### config.mk
export PLATFORM = sky130hd
export DESIGN_NAME = core_status_flags
export DESIGN_NICKNAME = d
export VERILOG_FILES = /design/src/core/csf_pkg.sv /design/src/core/csf_flag_alu.sv /design/src/core/csf_axil_slave.sv /design/src/core/core_status_flags.sv
export SDC_FILE = /design/constraint.sdc
export NUM_CORES = 1
export LEC_CHECK = 0
export BUFFER_PORTS_ARGS = -buffer_cell sky130_fd_sc_hd__buf_2
export CELL_PAD_IN_SITES_DETAIL_PLACEMENT = 1
export CELL_PAD_IN_SITES_GLOBAL_PLACEMENT = 2
export CORE_UTILIZATION = 25
export CTS_CLUSTER_DIAMETER = 60
export DETAILED_ROUTE_END_ITERATION = 8
export GPL_ROUTABILITY_DRIVEN = 0
export GPL_TIMING_DRIVEN = 0
export PLACE_DENSITY_LB_ADDON = 0.1
export SLEW_MARGIN = 20
export SYNTH_ARGS = -nofsm -noshare
export SYNTH_HDL_FRONTEND = slang
export SYNTH_SLANG_ARGS = --single-unit
### constraint.sdc
create_clock -name clk_sys_in -period 3.5 [get_ports clk_sys_in]
set_input_delay 0.7 -clock clk_sys_in [delete_from_list [all_inputs] [get_ports clk_sys_in]]
set_output_delay 0.7 -clock clk_sys_in [all_outputs]
set_load 0.05 [all_outputs]
### src/core/csf_pkg.sv
package csf_pkg;

  localparam logic [7:0] CSF_FLAGS_OFFSET = 8'h00;
  localparam logic [7:0] CSF_RESULT_OFFSET = 8'h04;

  localparam int unsigned CSF_BIT_TIMEOUT = 4;
  localparam int unsigned CSF_BIT_POWERDOWN = 3;
  localparam int unsigned CSF_BIT_ZERO = 2;
  localparam int unsigned CSF_BIT_HALF = 1;
  localparam int unsigned CSF_BIT_CARRY = 0;

  // Power-up: timeout and power-down set, arithmetic flags clear
  localparam logic [7:0] CSF_FLAGS_RESET = 8'h18;
  localparam logic [7:0] CSF_RESULT_RESET = 8'h00;

  localparam logic [1:0] CSF_RESP_OKAY = 2'h0;
  localparam logic [1:0] CSF_RESP_SLVERR = 2'h2;

  localparam logic [1:0] CSF_HIT_NONE = 2'h0;
  localparam logic [1:0] CSF_HIT_FLAGS = 2'h1;
  localparam logic [1:0] CSF_HIT_RESULT = 2'h2;

  typedef enum logic [4:0] {
    CSF_NOP = 5'h00,
    CSF_ADD_REG_INSTR = 5'h01,
    CSF_ADD_LITERAL_INSTR = 5'h02,
    CSF_SUB_LITERAL_INSTR = 5'h03,
    CSF_SUB_REG_INSTR = 5'h04,
    CSF_AND_INSTR = 5'h05,
    CSF_OR_INSTR = 5'h06,
    CSF_XOR_INSTR = 5'h07,
    CSF_INC_INSTR = 5'h08,
    CSF_DEC_INSTR = 5'h09,
    CSF_ROTATE_RIGHT_INSTR = 5'h0a,
    CSF_ROTATE_LEFT_INSTR = 5'h0b,
    CSF_BIT_CLEAR_INSTR = 5'h0c,
    CSF_BIT_SET_INSTR = 5'h0d,
    CSF_NIBBLE_SWAP_INSTR = 5'h0e,
    CSF_MOVE_W_TO_REG_INSTR = 5'h0f,
    CSF_REG_CLEAR_INSTR = 5'h10,
    CSF_WATCHDOG_CLEAR_INSTR = 5'h11,
    CSF_SLEEP_INSTR = 5'h12
  } csf_op_t;

  typedef struct packed {
    csf_op_t op;
    logic [7:0] operand_a;
    logic [7:0] operand_b;
    logic dest_status;
  } csf_exec_t;

  typedef struct packed {
    logic zero;
    logic half_carry;
    logic carry;
  } csf_affect_t;

  typedef struct packed {
    logic [7:0] flags;
    logic [7:0] result;
  } csf_regs_t;

  function automatic logic [1:0] csf_decode(input logic [7:0] addr);
    logic [1:0] hit;
    hit = CSF_HIT_NONE;
    if (addr[7:2] == CSF_FLAGS_OFFSET[7:2]) begin
      hit = CSF_HIT_FLAGS;
    end else if (addr[7:2] == CSF_RESULT_OFFSET[7:2]) begin
      hit = CSF_HIT_RESULT;
    end
    return hit;
  endfunction

  function automatic logic [31:0] csf_read_word(input logic [7:0] addr,
                                                input csf_regs_t regs);
    logic [31:0] word;
    word = 32'h0000_0000;
    case (csf_decode(addr))
      CSF_HIT_FLAGS: word = {24'h00_0000, regs.flags};
      CSF_HIT_RESULT: word = {24'h00_0000, regs.result};
      default: word = 32'h0000_0000;
    endcase
    return word;
  endfunction

endpackage

### src/core/csf_flag_alu.sv
`timescale 1ns/1ps
module csf_flag_alu
  import csf_pkg::*;
(
  input wire csf_exec_t exec_in,
  input wire logic carry_in,
  output logic [7:0] result_out,
  output logic zero_out,
  output logic half_carry_out,
  output logic carry_out,
  output csf_affect_t affect_out,
  output logic writes_dest_out
);

  logic [8:0] sum;
  logic [4:0] nib;
  logic [7:0] mask;
  logic [7:0] b_eff;
  logic sub;

  always_comb begin
    sub = (exec_in.op == CSF_SUB_REG_INSTR) ||
          (exec_in.op == CSF_SUB_LITERAL_INSTR);
    // Subtract as a + ~b + 1, so carries read as inverted borrows
    b_eff = sub ? ~exec_in.operand_b : exec_in.operand_b;
    sum = {1'b0, exec_in.operand_a} + {1'b0, b_eff} + {8'h00, sub};
    nib = {1'b0, exec_in.operand_a[3:0]} + {1'b0, b_eff[3:0]} +
          {4'h0, sub};
    mask = 8'h01 << exec_in.operand_b[2:0];
    result_out = exec_in.operand_a;
    carry_out = carry_in;
    affect_out = '0;
    writes_dest_out = 1'b1;
    case (exec_in.op)
      CSF_ADD_REG_INSTR, CSF_SUB_REG_INSTR,
      CSF_ADD_LITERAL_INSTR, CSF_SUB_LITERAL_INSTR: begin
        result_out = sum[7:0];
        carry_out = sum[8];
        affect_out = 3'b111;
        writes_dest_out = (exec_in.op == CSF_ADD_REG_INSTR) ||
                          (exec_in.op == CSF_SUB_REG_INSTR);
      end
      CSF_AND_INSTR: begin
        result_out = exec_in.operand_a & exec_in.operand_b;
        affect_out.zero = 1'b1;
      end
      CSF_OR_INSTR: begin
        result_out = exec_in.operand_a | exec_in.operand_b;
        affect_out.zero = 1'b1;
      end
      CSF_XOR_INSTR: begin
        result_out = exec_in.operand_a ^ exec_in.operand_b;
        affect_out.zero = 1'b1;
      end
      CSF_INC_INSTR: begin
        result_out = exec_in.operand_a + 8'h01;
        affect_out.zero = 1'b1;
      end
      CSF_DEC_INSTR: begin
        result_out = exec_in.operand_a - 8'h01;
        affect_out.zero = 1'b1;
      end
      CSF_ROTATE_RIGHT_INSTR: begin
        result_out = {carry_in, exec_in.operand_a[7:1]};
        carry_out = exec_in.operand_a[0];
        affect_out.carry = 1'b1;
      end
      CSF_ROTATE_LEFT_INSTR: begin
        result_out = {exec_in.operand_a[6:0], carry_in};
        carry_out = exec_in.operand_a[7];
        affect_out.carry = 1'b1;
      end
      CSF_BIT_CLEAR_INSTR: result_out = exec_in.operand_a & ~mask;
      CSF_BIT_SET_INSTR: result_out = exec_in.operand_a | mask;
      CSF_NIBBLE_SWAP_INSTR: begin
        result_out = {exec_in.operand_a[3:0], exec_in.operand_a[7:4]};
      end
      CSF_MOVE_W_TO_REG_INSTR: result_out = exec_in.operand_a;
      CSF_REG_CLEAR_INSTR: begin
        result_out = 8'h00;
        affect_out.zero = 1'b1;
      end
      default: writes_dest_out = 1'b0;
    endcase
    zero_out = (result_out == 8'h00);
    half_carry_out = nib[4];
  end

endmodule

### src/core/csf_axil_slave.sv
`timescale 1ns/1ps
module csf_axil_slave
  import csf_pkg::*;
(
  input wire logic clk_sys_in,
  input wire logic rst_in,
  input wire logic [7:0] s_axi_awaddr_in,
  input wire logic s_axi_awvalid_in,
  output logic s_axi_awready_out,
  input wire logic [31:0] s_axi_wdata_in,
  input wire logic [3:0] s_axi_wstrb_in,
  input wire logic s_axi_wvalid_in,
  output logic s_axi_wready_out,
  output logic [1:0] s_axi_bresp_out,
  output logic s_axi_bvalid_out,
  input wire logic s_axi_bready_in,
  input wire logic [7:0] s_axi_araddr_in,
  input wire logic s_axi_arvalid_in,
  output logic s_axi_arready_out,
  output logic [31:0] s_axi_rdata_out,
  output logic [1:0] s_axi_rresp_out,
  output logic s_axi_rvalid_out,
  input wire logic s_axi_rready_in,
  input wire csf_regs_t regs_in,
  output logic wr_pulse_out,
  output logic [7:0] wr_addr_out,
  output logic [31:0] wr_data_out,
  output logic [3:0] wr_strb_out
);

  typedef enum logic [2:0] {
    CSF_ST_IDLE = 3'b001,
    CSF_ST_WRESP = 3'b010,
    CSF_ST_RRESP = 3'b100
  } csf_axi_state_t;

  csf_axi_state_t state, next_state;
  logic aw_got, next_aw_got, w_got, next_w_got;
  logic awready, next_awready, wready, next_wready, arready, next_arready;
  logic [7:0] next_wr_addr;
  logic [31:0] next_wr_data;
  logic [3:0] next_wr_strb;
  logic next_wr_pulse, next_bvalid, next_rvalid;
  logic [1:0] next_bresp, next_rresp;
  logic [31:0] next_rdata;
  logic aw_fire, w_fire, ar_fire;

  assign aw_fire = s_axi_awvalid_in && awready;
  assign w_fire = s_axi_wvalid_in && wready;
  assign ar_fire = s_axi_arvalid_in && arready;
  assign s_axi_awready_out = awready;
  assign s_axi_wready_out = wready;
  assign s_axi_arready_out = arready;

  always_comb begin
    next_state = state;
    next_aw_got = aw_got || aw_fire;
    next_w_got = w_got || w_fire;
    next_wr_addr = aw_fire ? s_axi_awaddr_in : wr_addr_out;
    next_wr_data = w_fire ? s_axi_wdata_in : wr_data_out;
    next_wr_strb = w_fire ? s_axi_wstrb_in : wr_strb_out;
    next_wr_pulse = 1'b0;
    next_bvalid = s_axi_bvalid_out;
    next_bresp = s_axi_bresp_out;
    next_rvalid = s_axi_rvalid_out;
    next_rresp = s_axi_rresp_out;
    next_rdata = s_axi_rdata_out;
    case (state)
      CSF_ST_IDLE: begin
        // A read taken alongside a write half is served first
        if (ar_fire) begin
          next_state = CSF_ST_RRESP;
          next_rvalid = 1'b1;
          next_rdata = csf_read_word(s_axi_araddr_in, regs_in);
          next_rresp = (csf_decode(s_axi_araddr_in) == CSF_HIT_NONE) ?
                       CSF_RESP_SLVERR : CSF_RESP_OKAY;
        end else if (next_aw_got && next_w_got) begin
          next_state = CSF_ST_WRESP;
          next_aw_got = 1'b0;
          next_w_got = 1'b0;
          next_wr_pulse = 1'b1;
          next_bvalid = 1'b1;
          next_bresp = (csf_decode(next_wr_addr) == CSF_HIT_NONE) ?
                       CSF_RESP_SLVERR : CSF_RESP_OKAY;
        end
      end
      CSF_ST_WRESP: begin
        if (s_axi_bready_in) begin
          next_state = CSF_ST_IDLE;
          next_bvalid = 1'b0;
        end
      end
      CSF_ST_RRESP: begin
        if (s_axi_rready_in) begin
          next_state = CSF_ST_IDLE;
          next_rvalid = 1'b0;
        end
      end
      default: next_state = CSF_ST_IDLE;
    endcase
    next_awready = (next_state == CSF_ST_IDLE) && !next_aw_got;
    next_wready = (next_state == CSF_ST_IDLE) && !next_w_got;
    next_arready = (next_state == CSF_ST_IDLE) && !next_aw_got &&
                   !next_w_got;
  end

  always_ff @(posedge clk_sys_in) begin
    if (rst_in) begin
      state <= CSF_ST_IDLE;
      aw_got <= 1'b0;
      w_got <= 1'b0;
      awready <= 1'b0;
      wready <= 1'b0;
      arready <= 1'b0;
      wr_pulse_out <= 1'b0;
      wr_addr_out <= 8'h00;
      wr_data_out <= 32'h0000_0000;
      wr_strb_out <= 4'h0;
      s_axi_bvalid_out <= 1'b0;
      s_axi_bresp_out <= CSF_RESP_OKAY;
      s_axi_rvalid_out <= 1'b0;
      s_axi_rresp_out <= CSF_RESP_OKAY;
      s_axi_rdata_out <= 32'h0000_0000;
    end else begin
      state <= next_state;
      aw_got <= next_aw_got;
      w_got <= next_w_got;
      awready <= next_awready;
      wready <= next_wready;
      arready <= next_arready;
      wr_pulse_out <= next_wr_pulse;
      wr_addr_out <= next_wr_addr;
      wr_data_out <= next_wr_data;
      wr_strb_out <= next_wr_strb;
      s_axi_bvalid_out <= next_bvalid;
      s_axi_bresp_out <= next_bresp;
      s_axi_rvalid_out <= next_rvalid;
      s_axi_rresp_out <= next_rresp;
      s_axi_rdata_out <= next_rdata;
    end
  end

endmodule

### src/core/core_status_flags.sv
`timescale 1ns/1ps
module core_status_flags
  import csf_pkg::*;
(
  input wire logic clk_sys_in,
  input wire logic rst_in,
  input wire logic exec_valid_in,
  input wire csf_exec_t exec_in,
  input wire logic watchdog_timeout_in,
  output logic [7:0] flags_out,
  output logic [7:0] result_out,
  output logic result_valid_out,
  input wire logic [7:0] s_axi_awaddr_in,
  input wire logic s_axi_awvalid_in,
  output logic s_axi_awready_out,
  input wire logic [31:0] s_axi_wdata_in,
  input wire logic [3:0] s_axi_wstrb_in,
  input wire logic s_axi_wvalid_in,
  output logic s_axi_wready_out,
  output logic [1:0] s_axi_bresp_out,
  output logic s_axi_bvalid_out,
  input wire logic s_axi_bready_in,
  input wire logic [7:0] s_axi_araddr_in,
  input wire logic s_axi_arvalid_in,
  output logic s_axi_arready_out,
  output logic [31:0] s_axi_rdata_out,
  output logic [1:0] s_axi_rresp_out,
  output logic s_axi_rvalid_out,
  input wire logic s_axi_rready_in
);

  logic [7:0] flags, next_flags;
  logic [7:0] result, next_result;
  logic result_valid, next_result_valid;
  logic [7:0] alu_result;
  logic alu_zero, alu_half, alu_carry, alu_writes;
  csf_affect_t alu_affect;
  csf_regs_t regs;
  logic wr_pulse;
  logic [7:0] wr_addr;
  logic [31:0] wr_data;
  logic [3:0] wr_strb;
  logic sw_flag_write, reset_cause_set;

  assign flags_out = flags;
  assign result_out = result;
  assign result_valid_out = result_valid;
  assign regs = '{flags: flags, result: result};

  csf_flag_alu u_alu (
    .exec_in(exec_in),
    .carry_in(flags[CSF_BIT_CARRY]),
    .result_out(alu_result),
    .zero_out(alu_zero),
    .half_carry_out(alu_half),
    .carry_out(alu_carry),
    .affect_out(alu_affect),
    .writes_dest_out(alu_writes)
  );

  csf_axil_slave u_axil (
    .clk_sys_in(clk_sys_in),
    .rst_in(rst_in),
    .s_axi_awaddr_in(s_axi_awaddr_in),
    .s_axi_awvalid_in(s_axi_awvalid_in),
    .s_axi_awready_out(s_axi_awready_out),
    .s_axi_wdata_in(s_axi_wdata_in),
    .s_axi_wstrb_in(s_axi_wstrb_in),
    .s_axi_wvalid_in(s_axi_wvalid_in),
    .s_axi_wready_out(s_axi_wready_out),
    .s_axi_bresp_out(s_axi_bresp_out),
    .s_axi_bvalid_out(s_axi_bvalid_out),
    .s_axi_bready_in(s_axi_bready_in),
    .s_axi_araddr_in(s_axi_araddr_in),
    .s_axi_arvalid_in(s_axi_arvalid_in),
    .s_axi_arready_out(s_axi_arready_out),
    .s_axi_rdata_out(s_axi_rdata_out),
    .s_axi_rresp_out(s_axi_rresp_out),
    .s_axi_rvalid_out(s_axi_rvalid_out),
    .s_axi_rready_in(s_axi_rready_in),
    .regs_in(regs),
    .wr_pulse_out(wr_pulse),
    .wr_addr_out(wr_addr),
    .wr_data_out(wr_data),
    .wr_strb_out(wr_strb)
  );

  assign sw_flag_write = wr_pulse && wr_strb[0] &&
                         (csf_decode(wr_addr) == CSF_HIT_FLAGS);
  assign reset_cause_set = exec_valid_in &&
                           ((exec_in.op == CSF_WATCHDOG_CLEAR_INSTR) ||
                            (exec_in.op == CSF_SLEEP_INSTR));

  // Order matters: software write first, then timeout event, then instruction
  always_comb begin
    next_flags = flags;
    next_result = result;
    next_result_valid = 1'b0;
    // Software write only reaches the arithmetic flags
    if (sw_flag_write) begin
      next_flags[2:0] = wr_data[2:0];
    end
    // Timeout clear sits before the sets so a coincident set wins
    if (watchdog_timeout_in) begin
      next_flags[CSF_BIT_TIMEOUT] = 1'b0;
    end
    if (exec_valid_in) begin
      next_result = alu_result;
      next_result_valid = 1'b1;
      if (exec_in.dest_status && alu_writes) begin
        if (alu_affect == 3'b000) begin
          next_flags[2:0] = alu_result[2:0];
        end
      end
      if (alu_affect.zero) begin
        next_flags[CSF_BIT_ZERO] = alu_zero;
      end
      if (alu_affect.half_carry) begin
        next_flags[CSF_BIT_HALF] = alu_half;
      end
      if (alu_affect.carry) begin
        next_flags[CSF_BIT_CARRY] = alu_carry;
      end
      if (exec_in.op == CSF_WATCHDOG_CLEAR_INSTR) begin
        next_flags[CSF_BIT_TIMEOUT] = 1'b1;
        next_flags[CSF_BIT_POWERDOWN] = 1'b1;
      end
      if (exec_in.op == CSF_SLEEP_INSTR) begin
        next_flags[CSF_BIT_TIMEOUT] = 1'b1;
        next_flags[CSF_BIT_POWERDOWN] = 1'b0;
      end
    end
    next_flags[7:5] = 3'b000;
  end

  always_ff @(posedge clk_sys_in) begin
    if (rst_in) begin
      flags <= CSF_FLAGS_RESET;
      result <= CSF_RESULT_RESET;
      result_valid <= 1'b0;
    end else begin
      flags <= next_flags;
      result <= next_result;
      result_valid <= next_result_valid;
    end
  end
endmodule

**Word level (Yosys, flattened, before mapping)**

Cells that the tools add are included.

- Flip-flop bits (word level): 76
- Input port bits: 83
- Output and inout port bits: 58
- Logic and storage cells: 160
- Memories kept: 0
- Memory bits (read-only): 0
- Bits in writable memories: 0
- Latch bits: 0

- $mul: 0
- Equal/unequal tests: 34
- Order comparisons: 0
- $add $sub $neg: 6
- Bitwise gates (word level): 9
- Reductions and logical operators: 36
- Mux-type cells: 52
- Div/mod/pow operators: 0
- Shift-type cells: 1

Operator list:

| cell | count |
|---|---|
| 8-bit case mux with 12 select lines | 1 |
| 5-bit by 4-bit equality test with 1-bit output, second input constant | 8 |
| 2-bit two-way mux | 15 |
| 3-bit two-way mux | 7 |
| 5-bit by 3-bit equality test with 1-bit output, second input constant | 4 |
| 1-bit two-way mux | 20 |
| 6-bit by 1-bit equality test with 1-bit output, second input constant | 3 |
| 6-bit logical NOT | 3 |
| 8-bit bitwise AND | 2 |
| 8-bit two-way mux | 2 |
| 8-bit inverter | 2 |
| 8-bit bitwise OR | 2 |
| 8-bit case mux with 2 select lines | 1 |
| 5-bit equality test, second input constant | 3 |
| 12-bit OR reduction | 1 |
| 5-bit by 2-bit equality test with 1-bit output, second input constant | 2 |
| 1-bit logical AND | 10 |
| 10-bit OR reduction | 1 |
| 8-bit by 8-bit adder with 9-bit output | 1 |
| 9-bit by 1-bit adder with 9-bit output | 1 |
| 3-bit case mux with 3 select lines | 1 |
| 8-bit by 1-bit adder with 8-bit output, second input constant | 1 |
| 8-bit logical NOT | 1 |
| 1-bit by 3-bit << shifter with 8-bit output, first input constant | 1 |
| other kinds (28) | 45 |

**Longest topological paths before layout**

Gate-level depths: netlist of the first run.

- Depth in word-level cells: 10
- Mapped depth: 15
- Mapped depth without buffers: 12

**Modules after synthesis**

A second synthesis of the first run with hierarchy kept.

- Cell total of the unflattened synthesis: 680
- Area total of the unflattened synthesis: 5,242.5 um^2

Modules (own cells, without submodules):

| module | times used | area each (um^2) | seq. area each (um^2) | cells an instance |
|---|---|---|---|---|
| csf_axil_slave | 1 | 2,631.3 | 1,301.2 | 322 |
| csf_flag_alu | 1 | 1,955.6 | 0.0 | 291 |
| core_status_flags | 1 | 655.6 | 280.3 | 67 |

**Worst setup path before layout of the first run**

No wires, ideal clock.

- Path type: input to register
- Start: in exec_in[18] in the netlist's numbering
- End: reg flags[2], in the netlist flags_out[2]
- Slack: -205 ps
- Data required time: 3,383 ps
- Stages on the path: 14
- Buffers on the path: 3
- Arrival: 3,588 ps
- Setup time: 117 ps
- Path through: buf_2 > buf_2 > and3b_1 > o21a_1 > clkbuf_1 > xor2_1 > fa_1 > a21o_1 > a21oi_1 > o21ai_0 > xnor2_1 > o221ai_1 > and4b_1 > a22o_1

- Longest elaborated chain between the ends: 10
- Elaborated cells on any way between the ends: 37
- Those cells by class: 2 x add/sub; 16 x eq/ne; 10 x mux; 9 x reduce/logical

RTL lines:

| element | RTL line | source |
|---|---|---|
| start, declared | core_status_flags.sv:8 | `input wire csf_exec_t exec_in,` |
| 5-bit by 3-bit equality test with 1-bit output / 5-bit by 2-bit equality test with 1-bit output (equally long branches) | -- |  |
| 1-bit logical OR | csf_flag_alu.sv:22 | `sub = (exec_in.op == CSF_SUB_REG_INSTR) \|\|` |
| 8-bit two-way mux | csf_flag_alu.sv:25 | `b_eff = sub ? ~exec_in.operand_b : exec_in.operand_b;` |
| 8-bit by 8-bit adder with 9-bit output | csf_flag_alu.sv:26 | `sum = {1'b0, exec_in.operand_a} + {1'b0, b_eff} + {8'h00, sub};` |
| 9-bit by 1-bit adder with 9-bit output | csf_flag_alu.sv:26 |  |
| 8-bit case mux with 12 select lines | csf_flag_alu.sv:34 | `case (exec_in.op)` |
| 3-bit two-way mux | core_status_flags.sv:111 | `if (alu_affect == 3'b000) begin` |
| 3-bit two-way mux | core_status_flags.sv:110 | `if (exec_in.dest_status && alu_writes) begin` |
| 1-bit two-way mux (*) | core_status_flags.sv:115 | `if (alu_affect.zero) begin` |
| 5-bit two-way mux (*) | core_status_flags.sv:107 | `if (exec_valid_in) begin` |
| end signal, assigned | core_status_flags.sv:142 | `flags <= next_flags;` |
| end, declared | core_status_flags.sv:32 | `logic [7:0] flags, next_flags;` |

Mark *: on every way between the ends. The rest lies on a longest branch, timed or not.
A chain may end at the register's enable or synchronous reset.

**Worst setup path after layout of the first run**

Same ends and word-level chain as after synthesis.

==> metrics.yaml, run 1 <==
worst_setup_path:
  required_ns: 3.73
  critPathCaptureType: "flop"
  critPathCapture: "flags_out[2]$_SDFF_PP0_"
  worstPathMaxFanout: 10
  path_delay_family: "compound AO/OA/AOI/OAI gates"
  r2r-end: "u_axil.s_axi_rdata_out[5]$_SDFFE_PP0P_"
  slowest_delay_ns: 0.39
  path_depth: 15
  critical_path_buf_inv_count: 3
  path_class: "in -> reg"
  cp_common_cell: "a21o_1"
  start_kind: "primary input"
  path_cells: "buf_6, buf_12, and3b_2, o21a_1, buf_8, a21o_1, fa_2, a21o_1, a21oi_4, xnor2_2, a211oi_2, nand4_1, nor3_2, and4b_1, a22o_1"
  critPathSlowestCell: "fa_2"
  r2r_cells: 7
  crit_start: "exec_in[18]"
  arrival_ns: 3.63
  r2r_slack_ns: 1.48
  timing.rr.start: "u_axil.state[2]$_SDFF_PP0_"
layout:
  fin_area_um2: 5150
  final_common_cell: "buf_2"
  layout-drive-gt1-share_pct: 27.8
  layout_common_cells: "73 x buf_2, 51 x nor2_1, 51 x buf_4, 45 x dfxtp_1, 41 x nand2_1"
  synthToLayoutAreaGrowth_pct: 33.4
  fin_nets: 734
  fin_cells: 825
  num_antenna_cells: 0
cts:
  clk_transition_reported_paths_ns: 0.07
  clockBufferDepth: 2
  cts_sinks: 45
  h-tree-depth: 2
  insertion_delay_ns: 0.29
  numCtsBuffers: 5
  cts_tree: "yes"
  root_buffer: "clkbuf_16"
global_routing:
  gr-usage-met3_pct: 2.21
  grt_pass1_vias: 4152
  grt_pass1_wl_um: 23200
  grt.total_usage_pct: 18.7
  antenna_found_initial: 0
  grt_overflow: 0
  busiest_layer: "met2"
  grt_max_degree: 20
  met1_usage_pct: 25.1
  grt.met2_usage_pct: 31.9
routing:
  vias: 4260
  drc: 0
  wirelength_um: 14900
  drt_iter0_drc: 359
  dr.pass1.iters: 5
  ant_nets: 0
  wire_per_inst_um: 18.1
  via_per_inst: 5.16
placement:
  dpl.cell_count: 797
  hpwlAfterDp_um: 11700
  portBuffers: 72
  dpl-instance-area_um2: 4570
pwr:
  power_mw: 2.11
  p_per_area_nw_per_um2: 409
  ir_worst_vdd_mv: 0.169
  total_leakage_power_nw: 2.20
status:
  outcome: "finished clean"
timing:
  setup_viol: 0
  skew_ns: 0.00820
  worst_pin_slew_ns: 0.895
  timing.slew.headroom_pct: 39.8
  max_freq_ghz: 0.295
  finalMaxSlewViolations: 0
  finalCritPeriodShare_pct: 97.0
  min_period_ns: 3.39
  hold_viol: 0
  rsz0062_at_grt: "no"
floorplanning:
  dieArea_um2: 15900
  rows: 45
  core_area_um2: 15100
  initial_core_util_pct: 25.5
  die_width_um: 126
  die_height_um: 126
  io_pins: 141
yosys:
  synthFlopType: "dfxtp_1"
  synthArstFlopShare_pct: 0
  syn_area_per_cell_um2: 7.59
  syn_inst: 509
  yosysSeqAreaShare_pct: 23.3
  ys_types: 72
  synth-edff-count: 0
  synth-seq-cells: 45
  yosys_warnings: 0
  synth.cell_area_um2: 3860
flow_run:
  maxCapViolations: 0
worst_hold_path:
  hp-class: "reg -> reg"
## cell type report
class                           instances  area (µm²)
Clock inverter                          3        68.8
Tap cell                              188         235
Multi-Input combinational cell        422        2830
Inverter                               11        41.3
Timing Repair Buffer                   94         557
Sequential cell                        45         901
Fill cell                            1843        9990
Buffer                                 57         398
Clock buffer                            5         125
## metrics by stage
| step | worst slack, ns | hold slack [ns] | util [%] | TNS, ns |
|---|---|---|---|---|
| detailed placement | -0.970 | 0.452 | 30.2 | -5.69 |
| CTS | 0.00983 | 0.462 | 32.2 | 0 |
| finish | 0.105 | 0.456 | 34.0 | 0 |
| floorplan | 0.00385 | 0.436 | - | 0 |
| global route | 0.0145 | 0.483 | 34.0 | 0 |
| global placement | -0.880 | 0.442 | 30.2 | -4.97 |
## cells in the mapped netlist (4+ instances only)
cell / count / area [µm²]
a211oi_1: 12 / 90.1
nor2_1: 53 / 199
inv_1: 11 / 41.3
xor2_1: 13 / 114
and3_1: 8 / 50.1
clkbuf_1: 15 / 56.3
nand2b_1: 11 / 68.8
or3_1: 4 / 25.0
buf_2: 7 / 35.0
a31oi_1: 8 / 50.1
dfxtp_1: 45 / 901
buf_4: 31 / 233
ha_1: 13 / 163
nor3_1: 19 / 95.1
nor3b_1: 6 / 45.0
nand2_1: 41 / 154
mux2_2: 5 / 56.3
o21a_1: 6 / 45.0
a22oi_1: 9 / 67.6
a21o_1: 6 / 45.0
a21oi_1: 37 / 185
a221oi_1: 5 / 43.8
nand3b_1: 7 / 52.6
nor2b_1: 5 / 31.3
nand4_1: 5 / 31.3
nand3_1: 23 / 115
a221o_1: 5 / 50.1
o21ai_0: 19 / 95.1
mux2i_1: 4 / 40.0
xnor2_1: 7 / 61.3
## worst min-delay path: stages (launching register included)
cell,delay [ns]
dfxtp_1,0.31
nand2_1,0.05
a21oi_1,0.05
## metal layers
| metal | share of wire, % | wire (µm) | vias to the layer above |
|---|---|---|---|
| met5 | 0 | 0 | - |
| met4 | 1.6 | 233 | 0 |
| met3 | 3.9 | 582 | 18 |
| met2 | 47 | 7090 | 129 |
| met1 | 47 | 7020 | 2037 |
| li1 | - | - | 2076 |
## state kept, by name (all words and copies together) (netlist names), 3 cells and up
name                    count
flags_out                   5
u_axil.state                3
u_axil.s_axi_rdata_out      8
u_axil.wr_addr_out          6
u_axil.wr_data_out          3
result_out                  8
## worst min-delay path by stage
stage                                               from                                   end  slack [ns]  cells after the start
floorplan               u_axil.wr_addr_out[4]$_SDFF_PP0_      u_axil.wr_addr_out[4]$_SDFF_PP0_        0.44                      2
detailed placement      u_axil.wr_addr_out[2]$_SDFF_PP0_      u_axil.wr_addr_out[2]$_SDFF_PP0_        0.45                      2
global route            u_axil.wr_addr_out[7]$_SDFF_PP0_      u_axil.wr_addr_out[7]$_SDFF_PP0_        0.48                      2
CTS                     u_axil.wr_addr_out[2]$_SDFF_PP0_      u_axil.wr_addr_out[2]$_SDFF_PP0_        0.46                      2
global placement    u_axil.s_axi_rvalid_out$_SDFFE_PP0P_  u_axil.s_axi_rvalid_out$_SDFFE_PP0P_        0.44                      2
finish              u_axil.s_axi_rvalid_out$_SDFFE_PP0P_  u_axil.s_axi_rvalid_out$_SDFFE_PP0P_        0.46                      2
## kinds of logic (layout without fill, tap and decap cells)
logic type                 after synthesis  after routing  synth area share, %
adders and majority gates               15             15                 5.25
DFF                                     45             45                 23.3
and+or+nand+nor                        200            200                 26.1
muxes                                    9              9                 2.50
AOI/OAI and AO/OA                      149            149                 27.6
xor gates and xnor gates                20             20                 4.54
buffers and inverters                   70            170                 10.6
other                                    1             29               0.0971
## power by group
part	internal (mW)	total, mW	switching (mW)
registers	0.580	0.627	0.0469
logic	0.288	0.860	0.572
clock network	0.412	0.622	0.210
total	1.28	2.11	0.830
## what timing repair did
| item | CTS | global route |
|---|---|---|
| gates cloned | 0 | 0 |
| hold buffers | 0 | 0 |
| endpoints found under the setup margin | 9 | 4 |
| pin swaps | 7 | 16 |
| buffers inserted | 4 | 18 |
| resized for setup | 17 | 29 |
| endpoints found under the hold margin | 0 | 0 |
(Power assumes the default switching activity.)
==> inputs of run 2 (changes only) <==
--- a/config.mk
+++ b/config.mk
@@ -7,2 +7,3 @@
 export LEC_CHECK = 0
+export ABC_AREA = 1
 export BUFFER_PORTS_ARGS = -buffer_cell sky130_fd_sc_hd__buf_2
@@ -10,3 +11,3 @@
 export CELL_PAD_IN_SITES_GLOBAL_PLACEMENT = 2
-export CORE_UTILIZATION = 25
+export CORE_UTILIZATION = 23
 export CTS_CLUSTER_DIAMETER = 60
==> constraint.sdc (replaced) <==
create_clock -name clk_sys_in -period 3.5 [get_ports clk_sys_in]
set_input_delay 0.175 -clock clk_sys_in [delete_from_list [all_inputs] [get_ports clk_sys_in]]
set_output_delay 0.175 -clock clk_sys_in [all_outputs]
set_load 0.05 [all_outputs]
==> run 2 against run 1 <==
  * Sequential share of layout area is 1.3 points higher
  * Synthesized area increased by 0.45%
  * Global-route usage down 1.5 points
  * Worst setup slack improved by 0.32 ns
  * First-iteration DRC count fell by 35%
  * Total power fell by 17%
==> metrics.yaml, run 2 <==
worst_setup_path:
  required_ns: 3.71
  critPathCaptureType: "flop"
  critPathSlowestCell: "o21ai_0"
  slowest_delay_ns: 0.56
  worstPathMaxFanout: 9
  path_cells: "buf_2, inv_2, nand3_1, nor2_1, nor2_4, xor2_1, fa_1, a21oi_1, o21ai_0, nand2_1, nand2_1, or2_0, nand4_1, nor2_1, nand3_1, nor2_1, nand3_1, a21oi_1"
  start_kind: "primary input"
  critical_path_buf_inv_count: 2
  path_delay_family: "simple AND/OR/NAND/NOR gates"
  path_class: "in -> reg"
  arrival_ns: 3.29
yosys:
  yosys-top-cells-area: "dfxtp_1 23%, nand2_1 12%, nor2_1 7.6%"
  synth_common_cells: "125 x nand2_1, 79 x nor2_1, 67 x inv_1"
  yosys.area_share.simple_pct: 38.0
  synth_mux_area_share_pct: 1.03
  synth_fa_ha_area_share_pct: 5.23
  syn_inst: 619
  synthArstFlopShare_pct: 0
  synth.cell_area_um2: 3880
  synth_top_family_by_area: "simple AND/OR/NAND/NOR gates"
  yosysTopAreaCell: "dfxtp_1"
  synth-edff-count: 0
  synthFlopType: "dfxtp_1"
  synth_top_area_share_pct: 23.2
  ys_types: 42
  syn_area_per_cell_um2: 6.27
  synth_xor_xnor_area_share_pct: 3.16
  synth-seq-cells: 45
  synth_compound_area_share_pct: 14.5
  yosysSeqAreaShare_pct: 23.2
  synth_most_common_cell: "nand2_1"
  yosys_warnings: 0
floorplanning:
  dieArea_um2: 17400
  io_pins: 141
  rows: 47
  core_area_um2: 16500
  initial_core_util_pct: 23.5
  die_width_um: 132
  die_height_um: 132
routing:
  wirelength_um: 14700
  ant_nets: 0
  wire_per_inst_um: 15.5
  vias: 4289
  drc: 0
  via_per_inst: 4.53
  dr.pass1.iters: 4
  drt_iter0_drc: 232
timing:
  rsz0062_at_grt: "no"
  hold-worst-slack_ns: 0.113
  finalCritPeriodShare_pct: 87.8
  worst_pin_slew_ns: 0.946
  min_period_ns: 3.07
  finalMaxSlewViolations: 0
  hold_viol: 0
  skew_ns: 0.00636
  setup_viol: 0
  max_freq_ghz: 0.325
  timing.slew.headroom_pct: 36.4
  finalSetupTns_ns: 0
layout:
  final_common_cell: "nand2_1"
  multi_input_area_um2: 2510
  layout-drive-gt1-share_pct: 20.9
  num_antenna_cells: 0
  layout_common_cells: "125 x nand2_1, 79 x nor2_1, 74 x buf_2, 67 x inv_1, 56 x nand3_1"
  seq_area_um2: 901
  fin_area_um2: 4790
  synthToLayoutAreaGrowth_pct: 23.4
  fin_nets: 824
  num-fill-cells: 2140
global_routing:
  grt_overflow: 0
  grt_pass1_vias: 4414
  grt_max_degree: 15
  antenna_found_initial: 0
  grt.total_usage_pct: 17.2
  grt_pass1_wl_um: 23700
status:
  outcome: "finished clean"
cts:
  numCtsBuffers: 5
  cts_tree: "yes"
  cts_sinks: 45
  insertion_delay_ns: 0.29
  clockBufferDepth: 2
  cts_setup_buffers: 0
  h-tree-depth: 2
  cts-hold-fix-buffers: 0
  clk_transition_reported_paths_ns: 0.07
  ctsResizeCount: 0
  root_buffer: "clkbuf_16"
pwr:
  total_leakage_power_nw: 2.42
  p_per_area_nw_per_um2: 365
  ir_worst_vdd_mv: 0.191
  power_mw: 1.75
placement:
  hpwlAfterDp_um: 12200
  portBuffers: 72
  dpl-instance-area_um2: 4620
worst_hold_path:
  hp-class: "in -> reg"
flow_run:
  maxCapViolations: 0
## run 2: cell type report
cell class / instances / share of cell area (%)
clock inverter: 2 / 0.810
timing repair buffer: 72 / 7.53
clock buffer: 6 / 2.69
sequential: 45 / 18.8
tap: 220 / 5.75
buffer: 41 / 5.85
inverter: 78 / 6.14
multi-input combinational: 483 / 52.4
## run 2: routing by layer
metal  routed length [µm]  vias to the layer above  global-route usage, %  part of all wire (%)
li1                     -                     2182                      -                     -
met1                 7050                     2022                   22.7                    48
met2                 7010                       75                   30.0                    48
met3                  463                       10                   1.88                   3.1
met4                  189                        0                   3.49                   1.3
met5                    0                        -                      0                     0
## run 2: cell families (layout without fill, tap and decap cells)
group                    Yosys count  in the layout
AND/OR/NAND/NOR                  321            321
buffers and inverters            119            199
AO/OA/AOI/OAI                    100            100
flip-flops                        45             45
adder cells (fa/ha/maj)           15             15
XOR/XNOR                          14             14
multiplexers                       4              4
other                              1             29
## run 2: metrics by stage
stage | worst slack, ns | instances | util [%]
2_1_floorplan | 0.974 | 647 | -
3_3_place_gp | 0.136 | 939 | 28.0
3_5_place_dp | 0.0469 | 939 | 28.0
4_1_cts | 0.345 | 947 | 29.0
5_1_grt | 0.0506 | 947 | 29.0
6_report | 0.428 | 947 | 29.0
## run 2: power by group
group	internal, mW	leakage, nW	switching (mW)
sequential	0.555	0.369	0.0224
combinational	0.180	1.97	0.451
clock	0.338	0.0810	0.200
## run 2: path summary, 6_finish.rpt
kind / cells after the start / slack (ns) / endpoint / startpoint
setup / recovery: 18 / 0.43 / flags_out[2]$_SDFF_PP0_ / exec_in[21]
hold / removal: 2 / 0.11 / flags_out[4]$_SDFF_PP1_ / watchdog_timeout_in
setup reg to reg: 8 / 1.70 / u_axil.s_axi_bvalid_out$_SDFFE_PP0P_ / u_axil.s_axi_wready_out$_SDFF_PP0_
hold reg to reg: 2 / 0.46 / u_axil.wr_addr_out[2]$_SDFF_PP0_ / u_axil.wr_addr_out[2]$_SDFF_PP0_
==> inputs of run 3 (changes only) <==
CELL_PAD_IN_SITES_DETAIL_PLACEMENT = 0   (was 1)
MAX_ROUTING_LAYER = met4   (was unset)
==> run 3 against run 2 <==
  * Via count shrank 1.8%
  * Cell area shrank 0.42%
  * Sequential share of layout area rose by 0.079 points
  * Combinational power down 0.9%
  * Cell count stayed put
  * Global-route usage is 0.22 points lower
  * Non-clock buffer count unchanged
  * Highest routed layer unchanged
==> metrics.yaml, run 3 (synthesized netlist as in run 2, its figures left out) <==
layout:
  synthToLayoutAreaGrowth_pct: 22.9
  num-fill-cells: 1909
  layout-drive-gt1-share_pct: 21.0
  post-route-util_pct: 28.8
  final_common_cell: "nand2_1"
  num_antenna_cells: 0
  fin_cells: 947
  layout_common_cells: "125 x nand2_1, 79 x nor2_1, 74 x buf_2, 67 x inv_1, 56 x nand3_1"
  fin_area_um2: 4770
  fin_nets: 824
floorplanning:
  core_area_um2: 16500
  dieArea_um2: 17400
  io_pins: 141
  rows: 47
  initial_core_util_pct: 23.5
  die_height_um: 132
  die_width_um: 132
global_routing:
  grt_pass1_vias: 4130
  antenna_found_initial: 0
  grt_overflow: 0
  grt_pass1_wl_um: 22700
  grt.total_usage_pct: 17.0
  grt_max_degree: 16
pwr:
  p_seq_share_pct: 34.5
  p_per_area_nw_per_um2: 351
  power.net_switching_uw: 675
  power_frac_comb_pct: 37.4
  ir_worst_vdd_mv: 0.193
  intPower_uw: 1000
  switching_share_pct: 40.3
  p_clk_share_pct: 28.1
  total_leakage_power_nw: 2.42
routing:
  drt_iter0_drc: 237
  vias: 4213
  dr.pass1.iters: 5
  wire_per_inst_um: 14.9
  ant_nets: 0
  wirelength_um: 14200
  via_per_inst: 4.45
  drc: 0
placement:
  hpwlAfterDp_um: 11500
  portBuffers: 72
  dpl-instance-area_um2: 4620
  dpl.cell_count: 939
worst_setup_path:
  r2r_cells: 8
  start_kind: "primary input"
  critPathCaptureType: "flop"
  path_class: "in -> reg"
  worstPathMaxFanout: 9
  r2r_slack_ns: 1.73
  required_ns: 3.71
  r2r-end: "u_axil.s_axi_bvalid_out$_SDFFE_PP0P_"
  arrival_ns: 3.21
  timing.rr.start: "u_axil.s_axi_wready_out$_SDFF_PP0_"
cts:
  root_buffer: "clkbuf_16"
  cts_setup_buffers: 0
  clockBufferDepth: 2
  insertion_delay_ns: 0.28
  ctsResizeCount: 0
  cts_tree: "yes"
  cts-hold-fix-buffers: 0
  h-tree-depth: 2
  cts_sinks: 45
  numCtsBuffers: 5
  clk_transition_reported_paths_ns: 0.07
timing:
  worst_pin_slew_ns: 0.962
  finalCritPeriodShare_pct: 85.7
  finalMaxSlewViolations: 0
  min_period_ns: 3.00
  hold_viol: 0
  rsz0062_at_grt: "no"
  max_freq_ghz: 0.333
  skew_ns: 0.00466
  finalSetupTns_ns: 0
  setup_viol: 0
  timing.slew.headroom_pct: 35.4
status:
  outcome: "finished clean"
worst_hold_path:
  hp-class: "in -> reg"
  hold_end: "flags_out[4]$_SDFF_PP1_"
  min_from: "watchdog_timeout_in"
  min_path_cells: 2
flow_run:
  maxCapViolations: 0
[run 3: cell types whose count changed in the layout (fill, tap and decap cells not counted), sizes merged]
cell / change
clkinv: +2
bufinv: -1
clkbuf: -1
[run 3: power groups by stage]
stage | clock network, mW | registers, mW | logic [mW]
final | 0.472 | 0.577 | 0.626
after floorplan | 0 | 0.664 | 0.382
after global placement | 0 | 0.588 | 0.629
after global routing | 0.510 | 0.583 | 0.694
after detailed placement | 0 | 0.590 | 0.629
after CTS | 0.490 | 0.578 | 0.631
[run 3: cell type report]
| class | count | area, µm² | share of cell area (%) |
|---|---|---|---|
| plain buffers | 41 | 280 | 5.88 |
| clock buffers | 5 | 125 | 2.62 |
| clock inverters | 3 | 22.5 | 0.472 |
| inverters | 78 | 294 | 6.17 |
| multi-input cells | 483 | 2510 | 52.6 |
| flip-flops and latches | 45 | 901 | 18.9 |
| well taps | 220 | 275 | 5.77 |
| repair buffers | 72 | 360 | 7.56 |
[run 3: per-layer routing]
layer | track usage, % | part of all wire (%)
met1 | 22.3 | 48
met2 | 28.1 | 47
met3 | 1.85 | 3.5
met4 | 3.42 | 1.2
met5 | - | 0
[run 3: metrics by stage]
| stage | power, mW | hold WS, ns | worst slack, ns |
|---|---|---|---|
| after floorplan | 1.05 | 0.314 | 0.974 |
| after global placement | 1.22 | 0.406 | 0.136 |
| after detailed placement | 1.22 | 0.412 | 0.156 |
| after CTS | 1.70 | 0.110 | 0.449 |
| after global routing | 1.79 | 0.148 | 0.0216 |
| final | 1.68 | 0.120 | 0.501 |
[run 3: worst max-delay path by stage]
stage	from	slack, ns	end
floorplan	exec_in[17]	0.97	flags_out[2]$_SDFF_PP0_
finish	exec_in[20]	0.50	flags_out[2]$_SDFF_PP0_
detailed placement	exec_in[20]	0.16	flags_out[2]$_SDFF_PP0_
global placement	exec_in[21]	0.14	flags_out[2]$_SDFF_PP0_
global route	exec_in[20]	0.02	flags_out[2]$_SDFF_PP0_
CTS	exec_in[20]	0.45	flags_out[2]$_SDFF_PP0_
[run 3: critical path, cell delays in order]
cell	delay [ns]
buf_2	0.14
nor2_1	0.29
inv_1	0.12
nor2_2	0.16
nor2_4	0.11
xor2_1	0.16
ha_1	0.36
a21oi_1	0.10
o21ai_0	0.51
nand2_1	0.16
nand2_1	0.10
or2_0	0.12
nand4_1	0.11
nor2_1	0.17
nand3_1	0.10
nor2_1	0.09
nand3_1	0.10
a21oi_1	0.13
